## src/mic_defs.svh

```systemverilog
// register map, field positions, reset values and vector constants of the interrupt controller
`ifndef MIC_DEFS_SVH
`define MIC_DEFS_SVH

// ----------------------------------------
// register byte offsets
// ----------------------------------------
`define MIC_OFS_EDGE 12'h000
`define MIC_OFS_CTRL0 12'h004
`define MIC_OFS_CTRL1 12'h008
`define MIC_OFS_CTRL2 12'h00c
`define MIC_OFS_CTRL3 12'h010

// ----------------------------------------
// fields and reset values
// ----------------------------------------
`define MIC_RST_BYTE 8'h00
`define MIC_GLOBAL_BIT 0
`define MIC_PIN0_SEL_LSB 0
`define MIC_PIN1_SEL_LSB 2
`define MIC_NSRC 14

// ----------------------------------------
// vector table: base plus source index times step
// ----------------------------------------
`define MIC_VEC_BASE 16'h0004
`define MIC_VEC_STEP 16'h0004

`endif

```

## src/mic_pkg.sv

```systemverilog
// shared types of the interrupt controller
package mic_pkg;

    // ----------------------------------------
    // register selector
    // ----------------------------------------
    typedef enum logic [2:0] {
        MIC_REG_EDGE = 3'h0,
        MIC_REG_CTRL0 = 3'h1,
        MIC_REG_CTRL1 = 3'h2,
        MIC_REG_CTRL2 = 3'h3,
        MIC_REG_CTRL3 = 3'h4,
        MIC_REG_NONE = 3'h7
    } mic_reg_e;

    // ----------------------------------------
    // edge selector codes
    // ----------------------------------------
    typedef enum logic [1:0] {
        MIC_EDGE_OFF = 2'h0,
        MIC_EDGE_RISE = 2'h1,
        MIC_EDGE_FALL = 2'h2,
        MIC_EDGE_BOTH = 2'h3
    } mic_edge_e;

    // source index, also the priority rank (0 highest)
    typedef logic [3:0] mic_src_t;

endpackage

```

## src/mic_sel_if.sv

```systemverilog
// carrier between the flag logic and the priority selector
`timescale 1ns/100ps
interface mic_sel_if #(parameter int NSRC = 14, parameter int PC_W = 13);
    logic [NSRC-1:0] req;
    logic hit;
    mic_pkg::mic_src_t idx;
    logic [PC_W-1:0] vec;
    modport ctrl (output req, input hit, input idx, input vec);
    modport sel (input req, output hit, output idx, output vec);
endinterface

```

## src/mic_irq_ctrl.sv

```systemverilog
// interrupt controller top: apb registers, request flags, vectoring and wake-up
//
// Notes on behaviour
// - pin 1 selector: off, rise, fall, both
// - pin 0 selector in bits 1..0, same codes
// - source trigger sets its request flag
// - disabled flag stays set, no branch
// - global enable low blocks every interrupt
// - take: push next pc, load vector
// - return instruction pops the saved pc
// - every source owns a distinct vector
// - taking clears global enable, no nesting until software sets it again
// - requests while blocked still set flags
// - stack full blocks acknowledging any request
// - simultaneous requests resolved by fixed priority
// - newly set flag wakes from sleep/idle
// - unimplemented register bits read zero
// - flags and enables are software read/write
// - taking clears the serviced source flag
//
// Decided for this implementation: the address map and the APB interface to the registers.
`timescale 1ns/100ps
`include "mic_defs.svh"
module mic_irq_ctrl #(
    parameter int PC_W = 13
) (
    input wire logic clk, // system clock
    input wire logic rst_n, // async reset, active low
    input wire logic ce, // clock enable, low freezes all state
    input wire logic psel, // apb select
    input wire logic penable, // apb access phase
    input wire logic pwrite, // apb direction, high writes
    input wire logic [11:0] paddr, // apb byte address
    input wire logic [31:0] pwdata, // apb write data
    output logic [31:0] prdata, // apb read data
    output logic pready, // apb ready
    output logic pslverr, // apb error for unmapped address
    input wire logic [1:0] ext_pin, // external interrupt pins, asynchronous
    input wire logic [11:0] src_evt, // internal source trigger pulses
    input wire logic core_ready, // core at an instruction boundary
    input wire logic [PC_W-1:0] next_pc, // address of next instruction
    input wire logic stack_full, // core stack is full
    input wire logic return_from_interrupt_exec, // return instruction executes
    input wire logic low_power, // core sleeping or idle
    output logic stack_push, // push pulse
    output logic [PC_W-1:0] stack_push_pc, // pc to push
    output logic pc_load, // vector load pulse
    output logic [PC_W-1:0] pc_load_vec, // vector address
    output mic_pkg::mic_src_t taken_src, // source of last take
    output logic stack_pop, // pop pulse for return
    output logic wakeup // wake pulse
);
    import mic_pkg::*;

    localparam int NSRC = `MIC_NSRC;

    // ----------------------------------------
    // source table, index is priority rank
    // ----------------------------------------
    // 0 pin0, 1 pin1, 2 comparator0, 3 comparator1,
    // 4 converter, 5 timebase0, 6 timebase1, 7 serial,
    // 8 supply monitor, 9 eeprom, 10 std timer p,
    // 11 std timer a, 12 periodic timer p, 13 periodic timer a
    // one entry per source, in index order
    localparam mic_reg_e SRC_REG [NSRC] = '{
        MIC_REG_CTRL0, // pin0
        MIC_REG_CTRL0, // pin1
        MIC_REG_CTRL0, // comparator0
        MIC_REG_CTRL3, // comparator1
        MIC_REG_CTRL1, // converter
        MIC_REG_CTRL3, // timebase0
        MIC_REG_CTRL3, // timebase1
        MIC_REG_CTRL1, // serial
        MIC_REG_CTRL1, // supply monitor
        MIC_REG_CTRL1, // eeprom
        MIC_REG_CTRL2, // std timer p
        MIC_REG_CTRL2, // std timer a
        MIC_REG_CTRL2, // periodic timer p
        MIC_REG_CTRL2 // periodic timer a
    };
    localparam int SRC_EN_BIT [NSRC] = '{
        2, // pin0
        3, // pin1
        1, // comparator0
        2, // comparator1
        2, // converter
        0, // timebase0
        1, // timebase1
        0, // serial
        1, // supply monitor
        3, // eeprom
        2, // std timer p
        3, // std timer a
        0, // periodic timer p
        1 // periodic timer a
    };
    localparam int SRC_FL_BIT [NSRC] = '{
        5, // pin0
        6, // pin1
        4, // comparator0
        6, // comparator1
        6, // converter
        4, // timebase0
        5, // timebase1
        4, // serial
        5, // supply monitor
        7, // eeprom
        6, // std timer p
        7, // std timer a
        4, // periodic timer p
        5 // periodic timer a
    };

    // ----------------------------------------
    // address decode, shared by read and write
    // ----------------------------------------
    function automatic mic_reg_e decode(input logic [11:0] a);
        case (a)
            `MIC_OFS_EDGE: decode = MIC_REG_EDGE;
            `MIC_OFS_CTRL0: decode = MIC_REG_CTRL0;
            `MIC_OFS_CTRL1: decode = MIC_REG_CTRL1;
            `MIC_OFS_CTRL2: decode = MIC_REG_CTRL2;
            `MIC_OFS_CTRL3: decode = MIC_REG_CTRL3;
            default: decode = MIC_REG_NONE;
        endcase
    endfunction

    logic [3:0] edge_q;
    logic global_en_q;
    logic [NSRC-1:0] en_q;
    logic [NSRC-1:0] flag_q;
    logic [NSRC-1:0] hw_set;
    logic [1:0] pin_evt;
    logic [31:0] rd_word;
    logic [7:0] rd_byte;
    logic [PC_W-1:0] push_pc_q, vec_q;
    mic_src_t src_q;
    logic push_q, load_q, pop_q, wake_q;
    mic_reg_e acc_reg;
    logic setup, access, bad, wr_en;
    logic take;

    mic_sel_if #(.NSRC(NSRC), .PC_W(PC_W)) sel_bus ();

    // ----------------------------------------
    // apb slave: zero wait states, read data captured in setup
    // ----------------------------------------
    assign acc_reg = decode(paddr);
    assign setup = psel && !penable;
    assign access = psel && penable;
    assign bad = (acc_reg == MIC_REG_NONE);
    // a frozen block holds the access open rather than drop a write
    assign pready = access && ce;
    assign pslverr = access && ce && bad;
    assign wr_en = access && ce && pwrite && !bad;

    always_comb begin
        rd_byte = `MIC_RST_BYTE;
        case (acc_reg)
            MIC_REG_EDGE: begin
                rd_byte[3:0] = edge_q;
            end
            MIC_REG_CTRL0, MIC_REG_CTRL1, MIC_REG_CTRL2, MIC_REG_CTRL3: begin
                if (acc_reg == MIC_REG_CTRL0) begin
                    rd_byte[`MIC_GLOBAL_BIT] = global_en_q;
                end
                for (int i = 0; i < NSRC; i++) begin
                    if (SRC_REG[i] == acc_reg) begin
                        rd_byte[SRC_EN_BIT[i]] = en_q[i];
                        rd_byte[SRC_FL_BIT[i]] = flag_q[i];
                    end
                end
            end
            default: begin
                rd_byte = `MIC_RST_BYTE;
            end
        endcase
        rd_word = {24'h000000, rd_byte};
    end

    // read data is taken at the setup edge so it is settled for the whole access
    always_ff @(posedge clk or negedge rst_n) begin
        if (!rst_n) begin
            prdata <= 32'h00000000;
        end else if (ce && setup && !pwrite) begin
            prdata <= rd_word;
        end
    end

    // ----------------------------------------
    // edge selectors for the two pins
    // ----------------------------------------
    always_ff @(posedge clk or negedge rst_n) begin
        if (!rst_n) begin
            edge_q <= 4'h0;
        end else if (wr_en && acc_reg == MIC_REG_EDGE) begin
            edge_q <= pwdata[3:0];
        end
    end

    // pin 0 uses selector bits 1..0, pin 1 bits 3..2
    genvar g;
    generate
        for (g = 0; g < 2; g++) begin : gen_pin
            mic_pin_edge u_edge (
                .clk(clk),
                .rst_n(rst_n),
                .ce(ce),
                .pin(ext_pin[g]),
                .mode(edge_q[2*g +: 2]),
                .evt(pin_evt[g])
            );
        end
    endgenerate

    // pins take the two highest ranks, peripheral pulses the rest
    assign hw_set = {src_evt, pin_evt};

    // ----------------------------------------
    // request selection and take decision
    // ----------------------------------------
    // a disabled flag still reads set but never requests
    assign sel_bus.req = flag_q & en_q;

    // one winner per cycle; the others stay pending for later takes
    mic_prio_sel u_sel (
        .s(sel_bus.sel)
    );

    // take only at a boundary, with global enable and room on the stack
    // the core sees push and load one cycle after this edge
    assign take = ce && core_ready && global_en_q && !stack_full && sel_bus.hit;

    // ----------------------------------------
    // per-source flags and enables
    // ----------------------------------------
    generate
        for (g = 0; g < NSRC; g++) begin : gen_src
            logic wr_here;
            assign wr_here = wr_en && (acc_reg == SRC_REG[g]);

            always_ff @(posedge clk or negedge rst_n) begin
                if (!rst_n) begin
                    flag_q[g] <= 1'b0;
                end else if (ce) begin
                    if (hw_set[g]) begin
                        // a new event beats any clear in the same cycle
                        flag_q[g] <= 1'b1;
                    end else if (take && sel_bus.idx == mic_src_t'(g)) begin
                        flag_q[g] <= 1'b0;
                    end else if (wr_here) begin
                        flag_q[g] <= pwdata[SRC_FL_BIT[g]];
                    end
                end
            end

            always_ff @(posedge clk or negedge rst_n) begin
                if (!rst_n) begin
                    en_q[g] <= 1'b0;
                end else if (wr_here) begin
                    en_q[g] <= pwdata[SRC_EN_BIT[g]];
                end
            end
        end
    endgenerate

    // ----------------------------------------
    // global enable
    // ----------------------------------------
    // hardware clear on take wins over a write in the same cycle;
    // software re-enables inside the handler to allow nesting
    always_ff @(posedge clk or negedge rst_n) begin
        if (!rst_n) begin
            global_en_q <= 1'b0;
        end else if (ce) begin
            if (take) begin
                global_en_q <= 1'b0;
            end else if (wr_en && acc_reg == MIC_REG_CTRL0) begin
                global_en_q <= pwdata[`MIC_GLOBAL_BIT];
            end
        end
    end

    // ----------------------------------------
    // core side: push, vector load, return pop
    // ----------------------------------------
    // pulses last one cycle; the data below stands until the next take
    always_ff @(posedge clk or negedge rst_n) begin
        if (!rst_n) begin
            push_q <= 1'b0;
            load_q <= 1'b0;
        end else if (ce) begin
            push_q <= take;
            load_q <= take;
        end
    end

    always_ff @(posedge clk or negedge rst_n) begin
        if (!rst_n) begin
            push_pc_q <= '0;
            vec_q <= '0;
            src_q <= '0;
        end else if (ce) begin
            if (take) begin
                push_pc_q <= next_pc;
                vec_q <= sel_bus.vec;
                src_q <= sel_bus.idx;
            end
        end
    end

    always_ff @(posedge clk or negedge rst_n) begin
        if (!rst_n) begin
            pop_q <= 1'b0;
        end else if (ce) begin
            pop_q <= return_from_interrupt_exec;
        end
    end

    // ----------------------------------------
    // wake-up from sleep or idle
    // ----------------------------------------
    // only a flag going from clear to set wakes, so a flag set
    // beforehand by software suppresses the wake-up
    always_ff @(posedge clk or negedge rst_n) begin
        if (!rst_n) begin
            wake_q <= 1'b0;
        end else if (ce) begin
            wake_q <= low_power && |(hw_set & ~flag_q);
        end
    end

    // ----------------------------------------
    // outputs, all straight from registers
    // ----------------------------------------
    assign stack_push = push_q;
    assign stack_push_pc = push_pc_q;
    assign pc_load = load_q;
    assign pc_load_vec = vec_q;
    assign taken_src = src_q;
    assign stack_pop = pop_q;
    assign wakeup = wake_q;
endmodule

```

## src/mic_pin_edge.sv

```systemverilog
// synchroniser and selectable edge detector for one external interrupt pin
`timescale 1ns/100ps
module mic_pin_edge (
    input wire logic clk, // system clock
    input wire logic rst_n, // async reset, active low
    input wire logic ce, // clock enable
    input wire logic pin, // raw pin level
    input wire logic [1:0] mode, // edge selector code
    output logic evt // one-cycle edge event
);
    import mic_pkg::*;

    logic s1_q, s2_q, s3_q, level_q, primed_q;
    logic stable, changed;

    // ----------------------------------------
    // three-stage synchroniser
    // ----------------------------------------
    always_ff @(posedge clk or negedge rst_n) begin
        if (!rst_n) begin
            s1_q <= 1'b0;
            s2_q <= 1'b0;
            s3_q <= 1'b0;
        end else if (ce) begin
            s1_q <= pin;
            s2_q <= s1_q;
            s3_q <= s2_q;
        end
    end

    assign stable = (s2_q == s3_q);
    assign changed = stable && primed_q && (s3_q != level_q);

    // first agreed sample only loads the level; the synchroniser resets low, so a pin high at reset shows as a rising edge
    always_ff @(posedge clk or negedge rst_n) begin
        if (!rst_n) begin
            level_q <= 1'b0;
            primed_q <= 1'b0;
        end else if (ce && stable) begin
            level_q <= s3_q;
            primed_q <= 1'b1;
        end
    end

    always_ff @(posedge clk or negedge rst_n) begin
        if (!rst_n) begin
            evt <= 1'b0;
        end else if (ce) begin
            evt <= changed && ((s3_q && mode[0]) || (!s3_q && mode[1]));
        end
    end
endmodule

```

## src/mic_prio_sel.sv

```systemverilog
// fixed-priority selector: lowest requesting index wins and gets its own vector
`timescale 1ns/100ps
`include "mic_defs.svh"
module mic_prio_sel (
    mic_sel_if.sel s // request set in, winner out
);
    import mic_pkg::*;

    localparam int NSRC = $bits(s.req);
    localparam int PC_W = $bits(s.vec);

    logic [15:0] vec_w;

    always_comb begin
        s.hit = 1'b0;
        s.idx = '0;
        for (int i = NSRC - 1; i >= 0; i--) begin
            if (s.req[i]) begin
                s.hit = 1'b1;
                s.idx = mic_src_t'(i);
            end
        end
    end

    // distinct vector per source
    assign vec_w = 16'(`MIC_VEC_BASE + 16'(s.idx) * `MIC_VEC_STEP);
    assign s.vec = vec_w[PC_W-1:0];
endmodule

```

## config.mk

```make
export PLATFORM = sky130hd
export DESIGN_NAME = mic_irq_ctrl
export DESIGN_NICKNAME = d
export VERILOG_FILES = /design/src/mic_pkg.sv /design/src/mic_sel_if.sv /design/src/mic_irq_ctrl.sv /design/src/mic_pin_edge.sv /design/src/mic_prio_sel.sv
export VERILOG_INCLUDE_DIRS = /design/src
export SDC_FILE = /design/constraint.sdc
export NUM_CORES = 1
export LEC_CHECK = 0
export ABC_AREA = 1
export BUFFER_PORTS_ARGS = -buffer_cell sky130_fd_sc_hd__buf_2
export CORE_MARGIN = 2
export CORE_UTILIZATION = 47
export DETAILED_ROUTE_END_ITERATION = 6
export PLACE_DENSITY = 0.87
export SLEW_MARGIN = 10
export SYNTH_ARGS = -nofsm -noshare
export SYNTH_HDL_FRONTEND = slang
export SYNTH_HIERARCHICAL = 1
export SYNTH_SLANG_ARGS = --single-unit
```

## constraint.sdc

```tcl
create_clock -name clk -period 2.3 [get_ports clk]
set_clock_uncertainty 0.2 [all_clocks]
set_input_delay 0.115 -clock clk [delete_from_list [all_inputs] [get_ports clk]]
set_output_delay 0.115 -clock clk [all_outputs]
set_load 0.005 [all_outputs]
```

-- Yosys cells after proc, flatten, opt, wreduce, memory -nomap -nowiden
Index checks and enable logic that the tools add are counted.
- output and inout bits: 68
- logic and storage cells: 275
- input port bits: 81
- register bits after elaboration: 86
- add/sub/neg operators: 1
- reductions and logical operators: 88
- eq/ne operators: 30
- bitwise logic cells: 3
- muxes and demuxes: 104
- operators by type and width (operator ; number):
    two-way mux 1 bit ; 87
    two-way mux 4 bit ; 15
    logical AND 1 bit ; 44
    nonzero test 3 bit ; 14
    AND reduction 2 bit ; 16
    AND 14 bit ; 2
    == test 12 x 4 -> 1 bit, second input constant ; 2
    == test 4 bit, second input constant ; 6
    == test 4 x 3 -> 1 bit, second input constant ; 4
    one-hot mux 3 bit (5 select lines) ; 1
    NOT 14 bit ; 1
    OR reduction 14 bit ; 1
    == test 12 x 3 -> 1 bit, second input constant ; 1
    == test 12 x 5 -> 1 bit, second input constant ; 1
    zero test 12 bit ; 1
    == test 4 x 2 -> 1 bit, second input constant ; 2
    one-hot mux 4 bit (2 select lines) ; 1
    adder 3 x 6 -> 7 bit, first input constant ; 1
    == test 2 x 3 -> 1 bit, first input constant ; 2
    == test 3 x 2 -> 1 bit, second input constant ; 2
    == test 3 bit, second input constant ; 2
    zero test 1 bit ; 6
    == test 4 x 1 -> 1 bit, second input constant ; 1
    zero test 4 bit ; 1
    9 further kinds ; 12

-- Longest topological paths before layout
- depth in word-level cells: 19
- mapped depth: 26
- depth with buffers taken out: 26

-- Modules after synthesis
The synthesis kept the hierarchy.
- by module, submodules not included (module ; sequential area each (µm²) ; area each (µm²) ; cells an instance ; instances):
    mic_irq_ctrl ; 1851.8 ; 4093.9 ; 554 ; 1
    mic_pin_edge ; 150.1 ; 260.2 ; 33 ; 2
    mic_prio_sel ; 0.0 ; 349.1 ; 64 ; 1

-- Worst setup path after synthesis
No wires, ideal clock.
- path kind: reg-to-reg
- start point: register flag_q[8]
- end point: register flag_q[7]
- library setup time: 0.117 ns
- slack: -0.143 ns
- arrival: 2.126 ns
- path buffers: 0
- data required time: 1.983 ns
- cell stages (with the launch flop): 19
- period minus slack after synthesis: 2.443 ns
- cells stage by stage: dfrtp_1 -> nand2_1 -> inv_1 -> nor2_2 -> inv_1 -> nor2_1 -> nor3_1 -> nor3_1 -> inv_1 -> a311oi_1 -> nand2_1 -> inv_1 -> nand3_1 -> nand2_1 -> inv_1 -> nand2_1 -> nand2_1 -> nand2_1 -> nand2_1
- cells in the longest elaborated chain, start to end: 14
- elaborated cells between the ends (all ways): 26
- those cells by class: eq/ne (1); mux (20); bitwise (1); reduce/logical (4)
- RTL lines (element ; line ; RTL):
    start: declaration ; mic_irq_ctrl.sv:131 ; logic [NSRC-1:0] flag_q;
    start signal: indexed assignment ; mic_irq_ctrl.sv:252 ; flag_q[g] <= pwdata[SRC_FL_BIT[g]];
    AND 14 bit * ; mic_irq_ctrl.sv:223 ; assign sel_bus.req = flag_q & en_q;
    named net sel_bus.req[8] ; mic_sel_if.sv:4 ; logic [NSRC-1:0] req;
    two-way mux 4 bit * (9 in series) ; mic_prio_sel.sv:18 ; if (s.req[i]) begin
    named net sel_bus.idx[1] ; mic_sel_if.sv:6 ; mic_pkg::mic_src_t idx;
    == test 4 x 3 -> 1 bit * ; mic_irq_ctrl.sv:249 ; end else if (take && sel_bus.idx == mic_src_t'(g)) begin
    logical AND 1 bit * ; mic_irq_ctrl.sv:249 ;
    nonzero test 3 bit (no source line) / two-way mux 1 bit (equally long branches) ; - ;
    AND reduction 2 bit (no source line) / two-way mux 1 bit (equally long branches) ; - ;
Mark *: on every way through the listed nets, which the timed path passes. The rest lies on a longest branch.
A chain may end at the register's enable or synchronous reset.

-- Worst setup path after layout
- start point: register flag_q[9]
- end point: register flag_q[11]
- cells in the longest elaborated chain, start to end: 15
- elaborated cells between the ends (all ways): 28
- those cells by class: eq/ne (1); mux (22); bitwise (1); reduce/logical (4)
- RTL lines (element ; line):
    AND 14 bit * ; mic_irq_ctrl.sv:223
    named net sel_bus.req[9] ; mic_sel_if.sv:4
    two-way mux 4 bit * (10 in series) ; mic_prio_sel.sv:18
    named net sel_bus.idx[1] ; mic_sel_if.sv:6
    == test 4 bit * ; mic_irq_ctrl.sv:249
    logical AND 1 bit * ; mic_irq_ctrl.sv:249
    nonzero test 3 bit (no source line) / two-way mux 1 bit (equally long branches) ; -
    AND reduction 2 bit (no source line) / two-way mux 1 bit (equally long branches) ; -
Marks and branches as above.

==> summary.md <==
| Metric | Value |
|---|---|
| Worst-path fanout max | 4 |
| Htree depth | 3 |
| Non-Filler Instances | 1,020 |
| Critical Path End | flag_q[11]$_DFFE_PN0P_ |
| Worst setup margin | -0.341 ns |
| Final worst path period share | 115% |
| DR iter-0 viols | 609 |
| Die area | 11,400 um^2 |
| Type of destination of the critical path | flip-flop |
| R2R cell count | 16 |
| Chip Height | 107 um |
| Crit Reg-Reg Startpoint | flag_q[9]$_DFFE_PN0P_ |
| Critical Path Start | flag_q[9]$_DFFE_PN0P_ |
| Drt pass-1 iters | 7 |
| Critical-path cell list | nand2_1, inv_2, nor2_4, inv_2, nor2_2, nor3_1, nor3_1, inv_1, a311oi_4, nand2_1, inv_2, nand2_1, o21ai_1, nand2_1, nand3_1, nand2_1 |
| Critical Path AT | 2.68 ns |
| Final WL | 16,100 um |
| Fill count | 773 |
| Crit path kind | flip-flop to flip-flop |
| Reg2reg setup slack | -0.34 ns |
| Seq/Total Area, Yosys | 43.4% |
| Final hold violation count | 0 |
| First-pass GRT wire length | 24,400 um |
| Gpl congestion | 0.971 |
| Status | finished with violations |
| Post-route DRC violation count | 5 |
| Final net count | 961 |
| Startpoint types | flip-flop |
| Final setup fails | 31 |
| Cell mode on critical path | nand2_1 |
| Pwr/cell area | 450 nW/um^2 |
| Slew Viols, Final | 0 |
| Vias per Instance | 5.18 |
| DP Area | 5740 um^2 |
| CP top delay family | simple AND/OR/NAND/NOR gates |
| Via count of the first global-routing pass | 5,142 |
| Fin area | 6720 um^2 |
| Worst-Skew Late Latency | 0.37 ns |
| RSZ-0062 raised after global routing | true |
| Failing checks | DRC, setup timing |
| Worst EP required | 2.34 ns |
| Commonest cells after routing, fill and taps aside | nand2_1 (254), buf_2 (99), dfrtp_1 (86) |
| Io pins | 149 |
| Overflow after GRT | 0 |
| Post-placement cell count | 944 |
| Min Tclk post-route | 2.64 ns |
| Leak pwr | 3.86 nW |
| Buf/Inv on CP | 4 |
| Clock Pin Slew Worst Setup and Hold Paths | 0.09 ns |
| CTS buffer count | 9 |
| Post-Syn Instances | 684 |
| Post-DP HPWL | 10,100 um |
| WL/cell | 15.8 um |
| TritonCTS clock tree | yes |
| Slowest cell on crit path | dfrtp_1 |
| Most common cell after layout, fill and taps aside | nand2_1 |
| Syn Std Cell Area | 4960 um^2 |
| Library cells used by synthesis | 36 |
| Cell row count | 37 |
| Initial Util | 48.3% |
| Max rail drop VDD | 0.516 mV |
| Antenna cell count | 0 |
| Initial antenna violation count | 0 |
| Largest buffer count on any clock path | 2 |
| Overall Global Routing Usage | 27.2% |
| Total number of vias | 5,286 |
| #FFs+latches synth | 86 |
| Worst Hold Class | input port to asynchronous set/reset pin |
| Buffers on Ports | 100 |
| Area grow syn2layout | 35.4% |
| CTS Sinks | 86 |
| Largest net degree at the start of global routing | 36 |
| DIE WIDTH | 107 um |
| Antenna Nets Post-Route | 0 |
| Crit path depth | 16 |
| Share of layout cells above drive strength 1 | 29.6% |
| CORE AREA | 10,300 um^2 |
| Reg2reg end | flag_q[11]$_DFFE_PN0P_ |
| Max cap viols | 0 |
| Yosys warning count | 6 |
| Synth Area per Inst | 7.26 um^2 |
| Upper clock frequency limit | 379 MHz |
| CP peak stage delay | 0.41 ns |
| CTS root buffer | clkbuf_8 |
[layout make-up]
class	instances	area (um^2)	share of cell area (%)
sequential	86	2150	32.0
clock inverter	7	73.8	1.10
timing repair buffer	198	1380	20.5
tap	136	170	2.53
inverter	92	363	5.40
clock buffer	9	124	1.84
multi-input combinational	492	2460	36.6
[Yosys cell counts (all sizes together)]
cell	count	area [um^2]
a22oi	1	7.51
o22ai	5	31.3
a311oi	1	8.76
xor2	1	8.76
nor4	5	61.3
a31oi	1	6.26
nand2	279	1090
ha	1	12.5
dfrtp	86	2150
o211ai	3	22.5
inv	91	344
clkinv	1	3.75
nor2	49	260
nand3	59	320
nand4	1	6.26
clkbuf	2	7.51
conb	2	7.51
nor3	11	80.1
a21oi	9	45.0
o21ai	34	185
buf	42	303
[worst register-to-register path, stage by stage (launching register included)]
cell and delay (ns):
dfrtp_1 0.41, nand2_1 0.08, inv_2 0.05, nor2_4 0.11, inv_2 0.06, nor2_2 0.11
nor3_1 0.05, nor3_1 0.16, inv_1 0.12, a311oi_4 0.33, nand2_1 0.14, inv_2 0.16
nand2_1 0.10, o21ai_1 0.15, nand2_1 0.09, nand3_1 0.09, nand2_1 0.11
[metal layers]
layer  vias up  global-route usage [%]  part of all wire (%)  wire (um)
li1       2449                       -                     -          -
met1      2420                    33.0                    37       6010
met2       314                    44.8                    48       7770
met3       103                    6.50                   8.5       1360
met4         0                    14.7                   5.8        933
met5         -                       0                     0          0
[through the flow]
stage / power [W] / hold slack, ns / utilization (%) / setup slack (ns) / TNS (ns)
floorplan: 0.00175 / -0.381 / - / 0.0503 / 0
global placement: 0.00186 / -0.0936 / 55.9 / -0.0532 / -0.231
detailed placement: 0.00186 / -0.0978 / 55.9 / -0.117 / -0.803
CTS: 0.00300 / 0.0428 / 63.4 / -0.0792 / -0.247
global route: 0.00314 / 0.109 / 65.4 / -0.474 / -8.05
finish: 0.00302 / 0.0579 / 65.4 / -0.341 / -3.53
[report_power, final]
part / switching [W] / internal [W]
Combinational: 0.000202 / 0.000151
Sequential: 0.0000233 / 0.00154
Clock: 0.000599 / 0.000506
[logic make-up after synthesis]
group,share of synthesized area [%]
buffers and inverters,13.3
AO/OA/AOI/OAI,6.18
other,0.151
flip-flops,43.4
adder cells (fa/ha/maj),0.252
AND/OR/NAND/NOR,36.6
XOR/XNOR,0.176
[registers in the layout (all words and copies together), names as in the netlist, 2 cells and up]
name                     count
flag_q                      14
en_q                        14
gen_pin.u_edge/s2_q          2
gen_pin.u_edge/s1_q          2
edge_q                       4
gen_pin.u_edge/evt           2
taken_src                    4
prdata                       8
pc_load_vec                 13
gen_pin.u_edge/primed_q      2
stack_push_pc               13
gen_pin.u_edge/s3_q          2
gen_pin.u_edge/level_q       2
[timing repair]
| action | CTS | global route |
|---|---|---|
| endpoints found under the hold margin | 149 | 0 |
| pin swaps | 15 | 33 |
| setup buffers | 8 | 7 |
| hold buffers | 45 | 0 |
| endpoints found under the setup margin | 17 | 47 |
| resized for setup | 22 | 43 |
[worst min-delay path by stage]
stage	startpoint	to	cells after the start
5_1_grt	rst_n	pc_load_vec[8]$_DFFE_PN0P_	2
3_5_place_dp	rst_n	pc_load_vec[7]$_DFFE_PN0P_	1
3_3_place_gp	rst_n	pc_load_vec[7]$_DFFE_PN0P_	1
4_1_cts	rst_n	pc_load_vec[9]$_DFFE_PN0P_	2
6_report	rst_n	pc_load_vec[9]$_DFFE_PN0P_	2
2_1_floorplan	rst_n	edge_q[0]$_DFFE_PN0P_	0
(Power assumes the default switching activity.)
